`src/rtl/camera_identity_status_regs.vh`:
```
// Register map, field layouts and timing constants of the identity bank.
`ifndef CAMERA_IDENTITY_STATUS_REGS_VH
`define CAMERA_IDENTITY_STATUS_REGS_VH

// Byte addresses of the registers.
`define ADDR_CTRL_VER_SHORT 32'hF100_0010
`define ADDR_CTRL_VER_EXT 32'hF100_0014
`define ADDR_LOGIC_VER_TYPE 32'hF100_0018
`define ADDR_LOGIC_VER_EXT 32'hF100_001C
`define ADDR_RSVD_A 32'hF100_0020
`define ADDR_RSVD_B 32'hF100_0024
`define ADDR_RSVD_C 32'hF100_0028
`define ADDR_RSVD_D 32'hF100_002C
`define ADDR_ORDER_UPPER 32'hF100_0030
`define ADDR_ORDER_LOWER 32'hF100_0034
`define ADDR_FEAT_MAIN 32'hF100_0040
`define ADDR_FEAT_IO 32'hF100_0044
`define ADDR_FEAT_MISC 32'hF100_0048
`define ADDR_FEAT_EXTRA 32'hF100_004C
`define ADDR_STATE_HEADER 32'hF100_0100
`define ADDR_STATE_FLAGS 32'hF100_0104
`define ADDR_EVENT_STATUS 32'hF100_0110
`define ADDR_EVENT_CLEAR 32'hF100_0114
`define ADDR_EVENT_ENABLE 32'hF100_0118

// Field positions, numbered with 0 as the most significant bit.
`define POS_PRESENCE 0
`define POS_TRIGGER_ARMED 15
`define POS_ISO_ACTIVE 28
`define POS_IDLE 31

// Masks of the named feature bits, in Verilog bit order.
`define MASK_FEAT_MAIN 32'hFEF3_E403
`define MASK_FEAT_IO 32'hC0F0_80F0
`define MASK_FEAT_MISC 32'hFE01_0000

// Event bits of the interrupt registers.
`define EVT_IDLE 0
`define EVT_ISO 1
`define EVT_TRIGGER 2
`define EVT_SLOW_POLL 3
`define EVT_WIDTH 4

// Reset values.
`define RST_EVENTS 4'h0
`define RST_GAP_CNT 20'h0_0000

// Timing of status polls.
`define CLK_PERIOD_NS 20
`define STATUS_GAP_MS 5
`define STATUS_GAP_CYCLES (`STATUS_GAP_MS * 1000000 / `CLK_PERIOD_NS)

`endif

```
`src/rtl/camera_identity_status.v`:
```
// Identity, feature and status register bank on APB; only the interrupt enable and clear registers are writable.
//
// Our own choice: the APB register port.
`timescale 1ns/1ns
`include "camera_identity_status_regs.vh"
// Overview of operation
// - Feature words report presence in bit zero.
// - Firmware versions as BCD in bits 16-31.
// - Camera type code in logic word bits 0-15.
// - Extended versions: special, major, minor, patch.
// - All-zero extended words mean unsupported.
// - Eight ASCII ordering bytes, upper word first.
// - Named feature bits set when feature present.
// - Main word: resolution bit 0 to buffer 31.
// - IO word lines, delay, PWM; misc word storage bit 15.
// - Status idle bit 31, isochronous bit 28.
// - Status bit 15 shows external trigger armed.
// - Status polls under 5 ms are delayed.
// - Header: presence bit 0, ID bits 24-31.
module camera_identity_status #(
  parameter [15:0] CTRL_VERSION = 16'h0110,
  parameter [15:0] LOGIC_VERSION = 16'h0085,
  // Camera type code; the value is arbitrary.
  parameter [15:0] CAMERA_TYPE = 16'h0A5C,
  // Extended versions; zero reports that they are unsupported.
  parameter [31:0] CTRL_VERSION_EXT = 32'h0000_0000,
  parameter [31:0] LOGIC_VERSION_EXT = 32'h0000_0000,
  // Ordering code; the value is arbitrary.
  parameter [63:0] ORDER_CODE = 64'h4142_4344_3132_3334,
  parameter [31:0] FEAT_MAIN = 32'hFFFF_FFFF,
  parameter [31:0] FEAT_IO = 32'hFFFF_FFFF,
  parameter [31:0] FEAT_MISC = 32'hFFFF_FFFF,
  parameter [31:0] FEAT_EXTRA = 32'h0000_0000,
  // Implementation code of the status block; the value is arbitrary.
  parameter [7:0] IMPL_ID = 8'h5A,
  parameter integer STATUS_GAP_CYCLES = `STATUS_GAP_CYCLES
) (
  input wire pclk,
  input wire presetn,
  input wire psel,
  input wire penable,
  input wire pwrite,
  input wire [31:0] paddr,
  input wire [31:0] pwdata,
  input wire [3:0] pstrb,
  output wire pready,
  output wire pslverr,
  output reg [31:0] prdata,
  input wire camera_idle,
  input wire iso_active,
  input wire external_trigger_armed,
  output wire irq
);

  // Maps a bit number counted from the most significant end.
  function [4:0] msb_pos;
    input integer n;
    begin
      msb_pos = 5'd31 - n[4:0];
    end
  endfunction

  // Places one flag at a position counted from the top.
  function [31:0] flag_at;
    input integer n;
    input flag;
    begin
      flag_at = 32'h0000_0000;
      flag_at[msb_pos(n)] = flag;
    end
  endfunction

  reg [`EVT_WIDTH-1:0] evt_status_r;
  reg [`EVT_WIDTH-1:0] evt_status_nxt;
  reg [`EVT_WIDTH-1:0] evt_enable_r;
  reg [`EVT_WIDTH-1:0] evt_enable_nxt;
  reg idle_prev_r;
  reg iso_prev_r;
  reg trig_prev_r;
  reg [19:0] gap_cnt_r;
  reg [19:0] gap_cnt_nxt;
  reg polled_r;
  reg waited_r;
  reg [31:0] rd_mux;
  reg mapped;
  reg is_status;

  wire setup_phase;
  wire access_phase;
  wire gap_ok;
  wire status_wait;
  wire done;
  wire wr_done;
  wire [`EVT_WIDTH-1:0] evt_set;
  wire [`EVT_WIDTH-1:0] clr_mask;

  assign setup_phase = psel & ~penable;
  assign access_phase = psel & penable;

  // Address decode and read data; the status flags word is built from live inputs.
  always @* begin
    rd_mux = 32'h0000_0000;
    mapped = 1'b1;
    is_status = 1'b0;
    case (paddr)
      `ADDR_CTRL_VER_SHORT: begin
        rd_mux = {16'h0000, CTRL_VERSION};
      end
      `ADDR_CTRL_VER_EXT: begin
        rd_mux = CTRL_VERSION_EXT;
      end
      `ADDR_LOGIC_VER_TYPE: begin
        rd_mux = {CAMERA_TYPE, LOGIC_VERSION};
      end
      `ADDR_LOGIC_VER_EXT: begin
        rd_mux = LOGIC_VERSION_EXT;
      end
      `ADDR_RSVD_A, `ADDR_RSVD_B, `ADDR_RSVD_C, `ADDR_RSVD_D: begin
        rd_mux = 32'h0000_0000;
      end
      `ADDR_ORDER_UPPER: begin
        rd_mux = ORDER_CODE[63:32];
      end
      `ADDR_ORDER_LOWER: begin
        rd_mux = ORDER_CODE[31:0];
      end
      `ADDR_FEAT_MAIN: begin
        rd_mux = FEAT_MAIN & `MASK_FEAT_MAIN;
      end
      `ADDR_FEAT_IO: begin
        rd_mux = FEAT_IO & `MASK_FEAT_IO;
      end
      `ADDR_FEAT_MISC: begin
        rd_mux = FEAT_MISC & `MASK_FEAT_MISC;
      end
      `ADDR_FEAT_EXTRA: begin
        rd_mux = FEAT_EXTRA;
      end
      `ADDR_STATE_HEADER: begin
        is_status = 1'b1;
        rd_mux = flag_at(`POS_PRESENCE, 1'b1) |
          {24'h00_0000, IMPL_ID};
      end
      `ADDR_STATE_FLAGS: begin
        is_status = 1'b1;
        rd_mux = flag_at(`POS_IDLE, camera_idle) |
          flag_at(`POS_ISO_ACTIVE, iso_active) |
          flag_at(`POS_TRIGGER_ARMED, external_trigger_armed);
      end
      `ADDR_EVENT_STATUS: begin
        rd_mux = {28'h000_0000, evt_status_r};
      end
      `ADDR_EVENT_CLEAR: begin
        rd_mux = 32'h0000_0000;
      end
      `ADDR_EVENT_ENABLE: begin
        rd_mux = {28'h000_0000, evt_enable_r};
      end
      default: begin
        mapped = 1'b0;
      end
    endcase
  end

  // Status polls closer together than the gap are held until it has run.
  assign gap_ok = ~polled_r |
    (gap_cnt_r >= STATUS_GAP_CYCLES[19:0] - 20'd1);
  assign status_wait = psel & is_status & ~pwrite & ~gap_ok;
  assign pready = ~status_wait;
  assign pslverr = access_phase & ~mapped;
  assign done = access_phase & pready;
  // Writes complete on any mapped register; only the enable and clear registers use the data.
  assign wr_done = done & pwrite & mapped;

  always @* begin
    gap_cnt_nxt = gap_cnt_r;
    if (done & is_status & ~pwrite) begin
      gap_cnt_nxt = `RST_GAP_CNT;
    end else if (~gap_ok) begin
      gap_cnt_nxt = gap_cnt_r + 20'd1;
    end
  end

  assign evt_set[`EVT_IDLE] = camera_idle & ~idle_prev_r;
  assign evt_set[`EVT_ISO] = iso_active & ~iso_prev_r;
  assign evt_set[`EVT_TRIGGER] = external_trigger_armed & ~trig_prev_r;
  assign evt_set[`EVT_SLOW_POLL] = access_phase & status_wait & ~waited_r;
  assign clr_mask = (wr_done && paddr == `ADDR_EVENT_CLEAR && pstrb[0]) ?
    pwdata[`EVT_WIDTH-1:0] : `RST_EVENTS;

  // Sticky events: a new event wins over a clear in the same cycle.
  always @* begin
    evt_status_nxt = (evt_status_r & ~clr_mask) | evt_set;
    evt_enable_nxt = evt_enable_r;
    if (wr_done && paddr == `ADDR_EVENT_ENABLE && pstrb[0]) begin
      evt_enable_nxt = pwdata[`EVT_WIDTH-1:0];
    end
  end

  assign irq = |(evt_status_r & evt_enable_r);

  always @(posedge pclk or negedge presetn) begin
    if (!presetn) begin
      evt_status_r <= `RST_EVENTS;
      evt_enable_r <= `RST_EVENTS;
      idle_prev_r <= 1'b0;
      iso_prev_r <= 1'b0;
      trig_prev_r <= 1'b0;
      gap_cnt_r <= `RST_GAP_CNT;
      polled_r <= 1'b0;
      waited_r <= 1'b0;
      prdata <= 32'h0000_0000;
    end else begin
      evt_status_r <= evt_status_nxt;
      evt_enable_r <= evt_enable_nxt;
      idle_prev_r <= camera_idle;
      iso_prev_r <= iso_active;
      trig_prev_r <= external_trigger_armed;
      gap_cnt_r <= gap_cnt_nxt;
      if (done & is_status & ~pwrite) begin
        polled_r <= 1'b1;
      end
      waited_r <= access_phase & status_wait;
      if ((setup_phase | status_wait) & ~pwrite) begin
        prdata <= rd_mux;
      end else if (done) begin
        prdata <= 32'h0000_0000;
      end
    end
  end

endmodule // camera_identity_status

```
`config.mk`:
```
export PLATFORM = sky130hd
export DESIGN_NAME = camera_identity_status
export DESIGN_NICKNAME = d
export VERILOG_FILES = /design/src/rtl/camera_identity_status.v
export VERILOG_INCLUDE_DIRS = /design/src /design/src/rtl
export SDC_FILE = /design/constraint.sdc
export NUM_CORES = 1
export LEC_CHECK = 0
export ABC_AREA = 1
export ABC_CLOCK_PERIOD_IN_PS = 3050
export BUFFER_PORTS_ARGS = -buffer_cell sky130_fd_sc_hd__buf_2
export CAP_MARGIN = 20
export CORE_ASPECT_RATIO = 1.2
export CORE_MARGIN = 5
export CORE_UTILIZATION = 30
export CTS_BUF_LIST = sky130_fd_sc_hd__clkbuf_4 sky130_fd_sc_hd__clkbuf_8
export DETAILED_ROUTE_END_ITERATION = 10
export GPL_TIMING_DRIVEN = 0
export HOLD_SLACK_MARGIN = 0.12
export SETUP_SLACK_MARGIN = 0.1
export SYNTH_ARGS = -nofsm -noshare
export SYNTH_HDL_FRONTEND = slang
export SYNTH_SLANG_ARGS = --single-unit
```
`constraint.sdc`:
```
create_clock -name pclk -period 3.05 [get_ports pclk]
set_clock_uncertainty 0.2 [all_clocks]
set_input_delay 0.61 -clock pclk [delete_from_list [all_inputs] [get_ports pclk]]
set_output_delay 0.61 -clock pclk [all_outputs]
set_load 0.01 [all_outputs]
```
[After elaboration in Yosys (flattened, before gate mapping)]
Index checks and enable logic that the tools add are counted.
Storage, ports and cells
  output and inout port bits: 35
  word-level logic and storage cells: 82
  input port bits: 76
  register bits after elaboration: 65
Cells by class
  order comparisons: 1
  $add $sub $neg: 1
  bitwise gates (word level): 35
  mux-type cells: 8
  reduce and logical (&&, ||, !) cells: 8
  equality and inequality tests: 20
Operators with widths (count)
  32-bit == test (second input constant): 19
  32-bit case mux with 11 select lines: 1
  32-bit 2-to-1 mux: 2
  20-bit 2-to-1 mux: 2
  20-bit by 1-bit adder with 20-bit output (second input constant): 1
  20-bit by 18-bit greater-or-equal comparator with 1-bit output (second input constant): 1
  19-bit OR reduction: 1
  1-bit AND: 17
  4-bit by 17-bit OR with 17-bit output: 1
  1-bit inverter: 10
  4-bit AND: 2
  1-bit logical AND: 4
  4-bit 2-to-1 mux: 1
  4-bit inverter: 1
  1-bit by 4-bit OR with 4-bit output: 1
  4-bit OR: 1
  4-bit OR reduction: 1
  1-bit 2-to-1 mux: 2
  2-bit by 1-bit inequality test with 1-bit output (second input constant): 1
  1-bit OR: 2
  2-bit nonzero test: 1
  2-bit OR reduction: 1

[Longest topological paths before layout]
Gate-level depths: netlist of run 1.
  word-level depth: 16
  mapped depth: 15
  mapped depth without buffers: 15

[Worst setup path after synthesis of run 1]
OpenSTA, ideal clock, no wires.
  kind: input-to-output
  start point: in paddr[15]
  end point: out pslverr
  arrival: 1.663 ns
  stages: 10
  buffers on the path: 0
  setup slack: 0.577 ns
  cells stage by stage: nor2_1 > nand2_1 > nor2_4 > inv_2 > nor2_2 > o21ai_1 > nand3_1 > nor2_1 > nand2_1 > nor2_1
On the way
  cells in the longest elaborated chain, start to end: 5
  elaborated cells between the ends (all ways): 23
Ends and longest elaborated chain
  start, declared: line camera_identity_status.v:43  | input wire [31:0] paddr,
  32-bit == test, on equally long branches
  19-bit OR reduction (no line) *
  1-bit 2-to-1 mux *: line camera_identity_status.v:105  | case (paddr)
  1-bit inverter *: line camera_identity_status.v:170  | assign pslverr = access_phase & ~mapped;
  1-bit AND *: line camera_identity_status.v:170
  end, declared: line camera_identity_status.v:47  | output wire pslverr,
Every way passes the cells marked *; elsewhere a longest branch is shown, timed or not.

[Worst setup path in the final report of run 1]
Ends and elaborated chain as after synthesis.

==> results of run 1 <==
==> worst max-delay path: stages <==
cell      delay (ns)
buf_2           0.09
nor2_1          0.09
nand2_1         0.13
nor2_4          0.24
inv_2           0.11
nor2_4          0.14
nand3b_1        0.11
nand2_1         0.08
nor2_1          0.05
nand2_2         0.11
nor2_1          0.06
buf_2           0.13
==> state kept, by name, indices dropped and copies added, names as in the netlist <==
| name | flops |
|---|---|
| prdata | 26 |
| gap_cnt_r | 20 |
| evt_enable_r | 4 |
| evt_status_r | 4 |
| idle_prev_r | 1 |
| iso_prev_r | 1 |
| polled_r | 1 |
| trig_prev_r | 1 |
| waited_r | 1 |
==> worst paths after layout <==
kind                               from              end  slack [ns]  cells after the start
setup / recovery              paddr[15]          pslverr        0.27                     12
hold / removal               iso_active       iso_prev_r        0.20                      1
setup reg to reg           gap_cnt_r[0]       prdata[22]        0.80                     14
hold reg to reg                polled_r         polled_r        0.26                      2
max in group asynchronous       presetn  evt_enable_r[0]        1.44                      3
min in group asynchronous       presetn       prdata[12]        0.60                      2
==> power by group through the flow <==
stage / registers, uW / clock network, uW / logic, uW
final: 786 / 715 / 114
after global placement: 801 / 0 / 108
after CTS: 786 / 730 / 116
after global routing: 786 / 766 / 131
after detailed placement: 801 / 0 / 115
after floorplan: 801 / 0 / 48.5
==> area by class of cell <==
class | instances | area share, %
multi-input cells | 369 | 39.7
flip-flops and latches | 59 | 32.8
repair buffers | 83 | 9.85
inverters | 73 | 6.26
well taps | 161 | 4.48
clock buffers | 11 | 3.23
plain buffers | 14 | 2.45
clock inverters | 5 | 1.17
==> cell families (layout without fill, tap and decap cells) <==
| family | count (synthesis) | count (layout) | synth area share, % |
|---|---|---|---|
| flops | 59 | 59 | 40.7 |
| xor+xnor | 3 | 3 | 0.725 |
| fa+ha+maj | 1 | 1 | 0.345 |
| compound gates | 39 | 39 | 6.39 |
| simple gates | 325 | 325 | 41.1 |
| buf+inv | 87 | 186 | 10.6 |
| other cells | 1 | 1 | 0.103 |
==> timing repair <==
item,4_1_cts,5_1_grt
cloned,0,0
buffers inserted,0,3
hold buffers,1,0
endpoints found under the setup margin,2,2
pin swaps,1,2
hold endpoints to repair,21,0
gates resized for setup,1,8
==> cells in the final DEF, fill, tap and decap left out, drive strengths merged, types with 2 or more instances in the layout <==
| master | count |
|---|---|
| nand3 | 43 |
| a21oi | 3 |
| xor2 | 3 |
| nand3b | 4 |
| nor2 | 77 |
| o31ai | 3 |
| and3 | 2 |
| or2 | 4 |
| inv | 71 |
| dfrtp | 59 |
| clkbuf | 12 |
| clkinv | 5 |
| nor3 | 10 |
| buf | 95 |
| nand4 | 16 |
| o2111ai | 3 |
| o211ai | 2 |
| o21ai | 23 |
| o21a | 2 |
| nand2 | 167 |
==> per-layer routing <==
layer  up-vias  global-route usage (%)  routed length [um]
li1       1809                       -                   -
met1      1622                    16.7                4150
met2        97                    25.9                4970
met3         9                    3.00                 476
met4         0                    4.35                  87
met5         -                       0                   0
==> stage by stage <==
stage | utilization (%) | total power, uW | worst slack [ns] | cells
after CTS | 37.1 | 1630 | 0.107 | 772
after global routing | 37.5 | 1680 | 0.0974 | 775
after global placement | 35.1 | 909 | 0.133 | 754
after detailed placement | 35.3 | 916 | 0.0957 | 755
after floorplan | - | 849 | 0.577 | 515
final | 37.5 | 1620 | 0.272 | 775
==> flow_metrics.env, run 1 <==
export IMPL_outcome="completed"
export IMPL_htreeDepth=3
export IMPL_max_cap_viol_count=0
export IMPL_hold_viol=0
export IMPL_wl_per_cell_um=12.5
export IMPL_worstMarginPinSlew_ns=0.606
export IMPL_worstSetupPathType="in -> out"
export IMPL_ys_flop_type="dfrtp_1"
export IMPL_num_vias=3537
export IMPL_fin_area_um2=4500
export IMPL_cts_sinks=59
export IMPL_tns_ns=0
export IMPL_clock_latency_ns=0.33
export IMPL_pwr_share_comb_pct=7.1
export IMPL_power_frac_seq_pct=48.7
export IMPL_grt_pass1_wl_um=16400
export IMPL_ys_top_cells_by_count="nand2_1 (162), nor2_1 (70), inv_1 (66)"
export IMPL_p_leak_uw=0.00263
export IMPL_synth_area_top_cells="dfrtp_1 (41%), nand2_1 (17%), nor2_1 (7.2%), inv_1 (6.8%), nand3_1 (5.7%)"
export IMPL_postSynth_asyncResetShare_pct=100
export IMPL_min_path_type="in -> reg"
export IMPL_grt_max_degree=39
export IMPL_p_int_uw=1230
export IMPL_maxSlewHeadroom_pct=59.4
export IMPL_netSwitchingPower_uw=382
export IMPL_synth_area_leader_cell="dfrtp_1"
export IMPL_cp_max_fo=8
export IMPL_cts_tree="yes"
export IMPL_die_x_um=110
export IMPL_powerDensity_nw_per_um2=359
export IMPL_syn_instance_count=515
export IMPL_route_detailed_drc=0
export IMPL_synth_most_common_cell="nand2_1"
export IMPL_multi_input_area_um2=1790
export IMPL_portBuffers=78
export IMPL_synth_nets=592
export IMPL_rows=44
export IMPL_synth_seq_cells=59
export IMPL_drive_above_1_share_pct=23.5
export IMPL_synth_seq_area_share_pct=40.7
export IMPL_path_clk_slew_ns=0.07
export IMPL_final_max_slew_viol_count=0
export IMPL_grt_setup_unrepaired="no"
export IMPL_dieArea_um2=14400
export IMPL_wl_um=9680
export IMPL_whs_ns=0.197
export IMPL_core_area_um2=12000
export IMPL_viasPerCell=4.56
export IMPL_hpwlAfterDp_um=7750
export IMPL_drt_initial_drc_count=157
export IMPL_swShare_pct=23.6
export IMPL_synth_area_um2=3620
export IMPL_seq_area_um2=1480
export IMPL_placed_area_um2=4240
export IMPL_synth_cell_types=39
export IMPL_clock_tree_root_cell="clkbuf_8"
export IMPL_n_antenna_cell=0
export IMPL_io_pins=111
export IMPL_nets=686
export IMPL_detail_route_antenna_nets=0
export IMPL_nFillCells=1322
export IMPL_dieHeight_um=130
export IMPL_area_growth_pct=24.1
export IMPL_track_usage_pct=14.3
export IMPL_firstDrtPassIters=4
export IMPL_synth_avg_cell_area_um2=7.04
export IMPL_clock_fmax_mhz=360
export IMPL_critPathArrivalTime_ns=1.97
export IMPL_fin_crit_sh_pct=91.1
export IMPL_vdd_drop_max_v=0.000169
export IMPL_grt_pass1_vias=3569
export IMPL_grt_overflow_total=0
export IMPL_final_min_clock_period_ns=2.78
export IMPL_worstPathRequired_ns=2.24
export IMPL_initial_core_util_pct=30.2
export IMPL_yosys_warnings=0
export IMPL_synth_edf_count=0
export IMPL_clk_path_buf_depth=2
export IMPL_clkPwrFrac_pct=44.3
export IMPL_antenna_found_initial=0
export IMPL_numCtsBuffers=9
export IMPL_gp_congestion=0.857
export IMPL_finalSetupViolCount=0
export IMPL_worstSetupEndpointType="output port"
export IMPL_cp_start_kind="input pin"
export IMPL_synth_top_area_share_pct=40.7
Note: power is estimated with default switching activity, not from simulation.
==> run 2: changes to the inputs <==
--- a/config.mk
+++ b/config.mk
@@ -7,11 +7,10 @@
 export NUM_CORES = 1
 export LEC_CHECK = 0
 export ABC_AREA = 1
-export ABC_CLOCK_PERIOD_IN_PS = 3050
+export ABC_CLOCK_PERIOD_IN_PS = 2500
 export BUFFER_PORTS_ARGS = -buffer_cell sky130_fd_sc_hd__buf_2
 export CAP_MARGIN = 20
-export CORE_ASPECT_RATIO = 1.2
-export CORE_MARGIN = 5
+export CORE_MARGIN = 2
 export CORE_UTILIZATION = 30
 export CTS_BUF_LIST = sky130_fd_sc_hd__clkbuf_4 sky130_fd_sc_hd__clkbuf_8
 export DETAILED_ROUTE_END_ITERATION = 10
==> constraint.sdc (replaced) <==
create_clock -name pclk -period 2.5 [get_ports pclk]
set_clock_uncertainty 0.2 [all_clocks]
set_input_delay 0.5 -clock pclk [delete_from_list [all_inputs] [get_ports pclk]]
set_output_delay 0.5 -clock pclk [all_outputs]
set_load 0.01 [all_outputs]
==> flow_metrics.env, run 2 (synthesis results as in run 1) <==
export IMPL_placed_cells=741
export IMPL_whs_ns=0.215
export IMPL_num_vias=3694
export IMPL_drt_initial_drc_count=203
export IMPL_critPathSlowestCell="nor2_4"
export IMPL_track_usage_pct=15.7
export IMPL_cp_start_kind="input pin"
export IMPL_wl_per_cell_um=12.7
export IMPL_initial_core_util_pct=30.4
export IMPL_setup_ws_ns=0.0786
export IMPL_cts_sinks=59
export IMPL_critPathArrivalTime_ns=1.72
export IMPL_grt_setup_unrepaired="yes"
export IMPL_htreeDepth=3
export IMPL_fin_crit_sh_pct=96.9
export IMPL_finalSetupViolCount=0
export IMPL_worstMarginPinSlew_ns=0.716
export IMPL_worstSetupPathType="in -> out"
export IMPL_detail_route_antenna_nets=0
export IMPL_wl_um=10000
export IMPL_critPathMaxStageDelay_ns=0.21
export IMPL_fin_cells=786
export IMPL_path_clk_slew_ns=0.08
export IMPL_fin_area_um2=5020
export IMPL_io_pins=111
export IMPL_pre_cts_ws_ns=-0.227
export IMPL_r2r_end="gap_cnt_r[15]"
export IMPL_n_antenna_cell=0
export IMPL_cts_tree="yes"
export IMPL_clock_tree_root_cell="clkbuf_8"
export IMPL_route_detailed_drc=0
export IMPL_final_max_slew_viol_count=0
export IMPL_area_growth_pct=38.6
export IMPL_clock_fmax_mhz=413
export IMPL_layout_common_cells="nand2_1 (155), inv_1 (64), buf_2 (61)"
export IMPL_powerDensity_nw_per_um2=447
export IMPL_grt_overflow_total=0
export IMPL_portBuffers=78
export IMPL_clock_latency_ns=0.34
export IMPL_rows=40
export IMPL_die_x_um=114
export IMPL_largest_register_ffs=26
export IMPL_worstHoldStart="pwdata[2]"
export IMPL_core_area_um2=11900
export IMPL_viasPerCell=4.70
export IMPL_dieHeight_um=114
export IMPL_min_path_type="in -> reg"
export IMPL_cp_max_fo=5
export IMPL_top_regs="prdata (26), gap_cnt_r (20)"
export IMPL_drive_above_1_share_pct=31.9
export IMPL_min_path_cells=3
export IMPL_crit_top_cell="nor2_2"
export IMPL_hold_viol=0
export IMPL_nets=711
export IMPL_outcome="completed"
export IMPL_gp_congestion=0.818
export IMPL_placed_area_um2=4220
export IMPL_p_leak_uw=0.00287
export IMPL_firstDrtPassIters=4
export IMPL_final_min_clock_period_ns=2.42
export IMPL_hold_path_end="evt_enable_r[2]"
export IMPL_r2r_start="gap_cnt_r[0]"
export IMPL_antenna_found_initial=0
export IMPL_max_cap_viol_count=0
export IMPL_dieArea_um2=13000
export IMPL_maxSlewHeadroom_pct=52.3
export IMPL_worstSetupEndpointType="output port"
export IMPL_reg2reg_depth=14
export IMPL_largest_register="prdata"
export IMPL_hpwlAfterDp_um=7200
export IMPL_numCtsBuffers=9
export IMPL_grt_pass1_vias=3625
export IMPL_clk_path_buf_depth=2
export IMPL_reg2reg_slack_ns=0.35
export IMPL_vdd_drop_max_v=0.000277
export IMPL_final_common_cell="nand2_1"
export IMPL_cp_cell_sequence="buf_2 > nor2_4 > nand3_4 > buf_4 > nor2_2 > o21ai_1 > nand3_2 > nor2_2 > nand2_2 > nor2_2 > buf_2"
export IMPL_worstPathRequired_ns=1.80
export IMPL_grt_max_degree=31
export IMPL_grt_pass1_wl_um=16300
-- run 2: changes by cell type in the layout (fill, tap and decap cells not counted), moves of 4 or more --
cell	change
nor2_1	-25
nand2_1	-4
buf_6	+19
nor2_2	+15
buf_2	-18
nor2_4	+10
nand3_1	-4
buf_4	+21
-- run 2: timing repair --
item	4_1_cts	5_1_grt
endpoints found under the hold margin	32	0
resized for setup	43	38
hold buffers	4	0
pin swaps	27	22
endpoints found under the setup margin	11	2
buffers inserted	14	11
gates cloned	0	0
-- run 2: how the worst max path moves through the flow --
stage	start	to	slack, ns	cells past startpoint
final	paddr[0]	pslverr	0.08	11
after global routing	paddr[2]	pslverr	-0.007	13
after CTS	paddr[24]	pslverr	0.09	13
after detailed placement	paddr[13]	pslverr	-0.23	12
after global placement	paddr[15]	pslverr	-0.21	12
after floorplan	paddr[15]	pslverr	0.25	10
-- run 2: where the power goes --
part           total (uW)  internal, uW  switching, uW  leakage, uW
Clock                1100           691            404     0.000126
Combinational         189          84.3            105      0.00196
Sequential            959           957           1.19     0.000782
Total                2240          1730            510      0.00287
-- run 2: layout make-up --
cell class,count,area [um2]
multi-input combinational,369,1970
clock inverter,6,113
buffer,14,110
fill,1220,6890
timing repair buffer,108,754
tap,147,184
clock buffer,10,138
inverter,73,282
sequential,59,1480
-- run 2: metrics by stage --
step                      power [uW]  util (%)  setup TNS, ns
final                           2240      42.2              0
after global routing            2330      42.2       -0.00730
after CTS                       2240      40.2              0
after detailed placement        1120      35.4         -0.234
after global placement          1110      35.3         -0.208
after floorplan                 1040         -              0
-- run 2: worst max-delay path: cells and delay by family --
family	cells	cell delay, ns
buf+inv	3	0.39
simple gates	7	0.72
compound gates	1	0.10
-- run 2: routing by layer --
metal | track usage [%] | share of wire [%]
met5 | 0 | 0
met3 | 3.03 | 3.8
met4 | 6.26 | 1.7
met1 | 19.0 | 44
met2 | 27.5 | 51
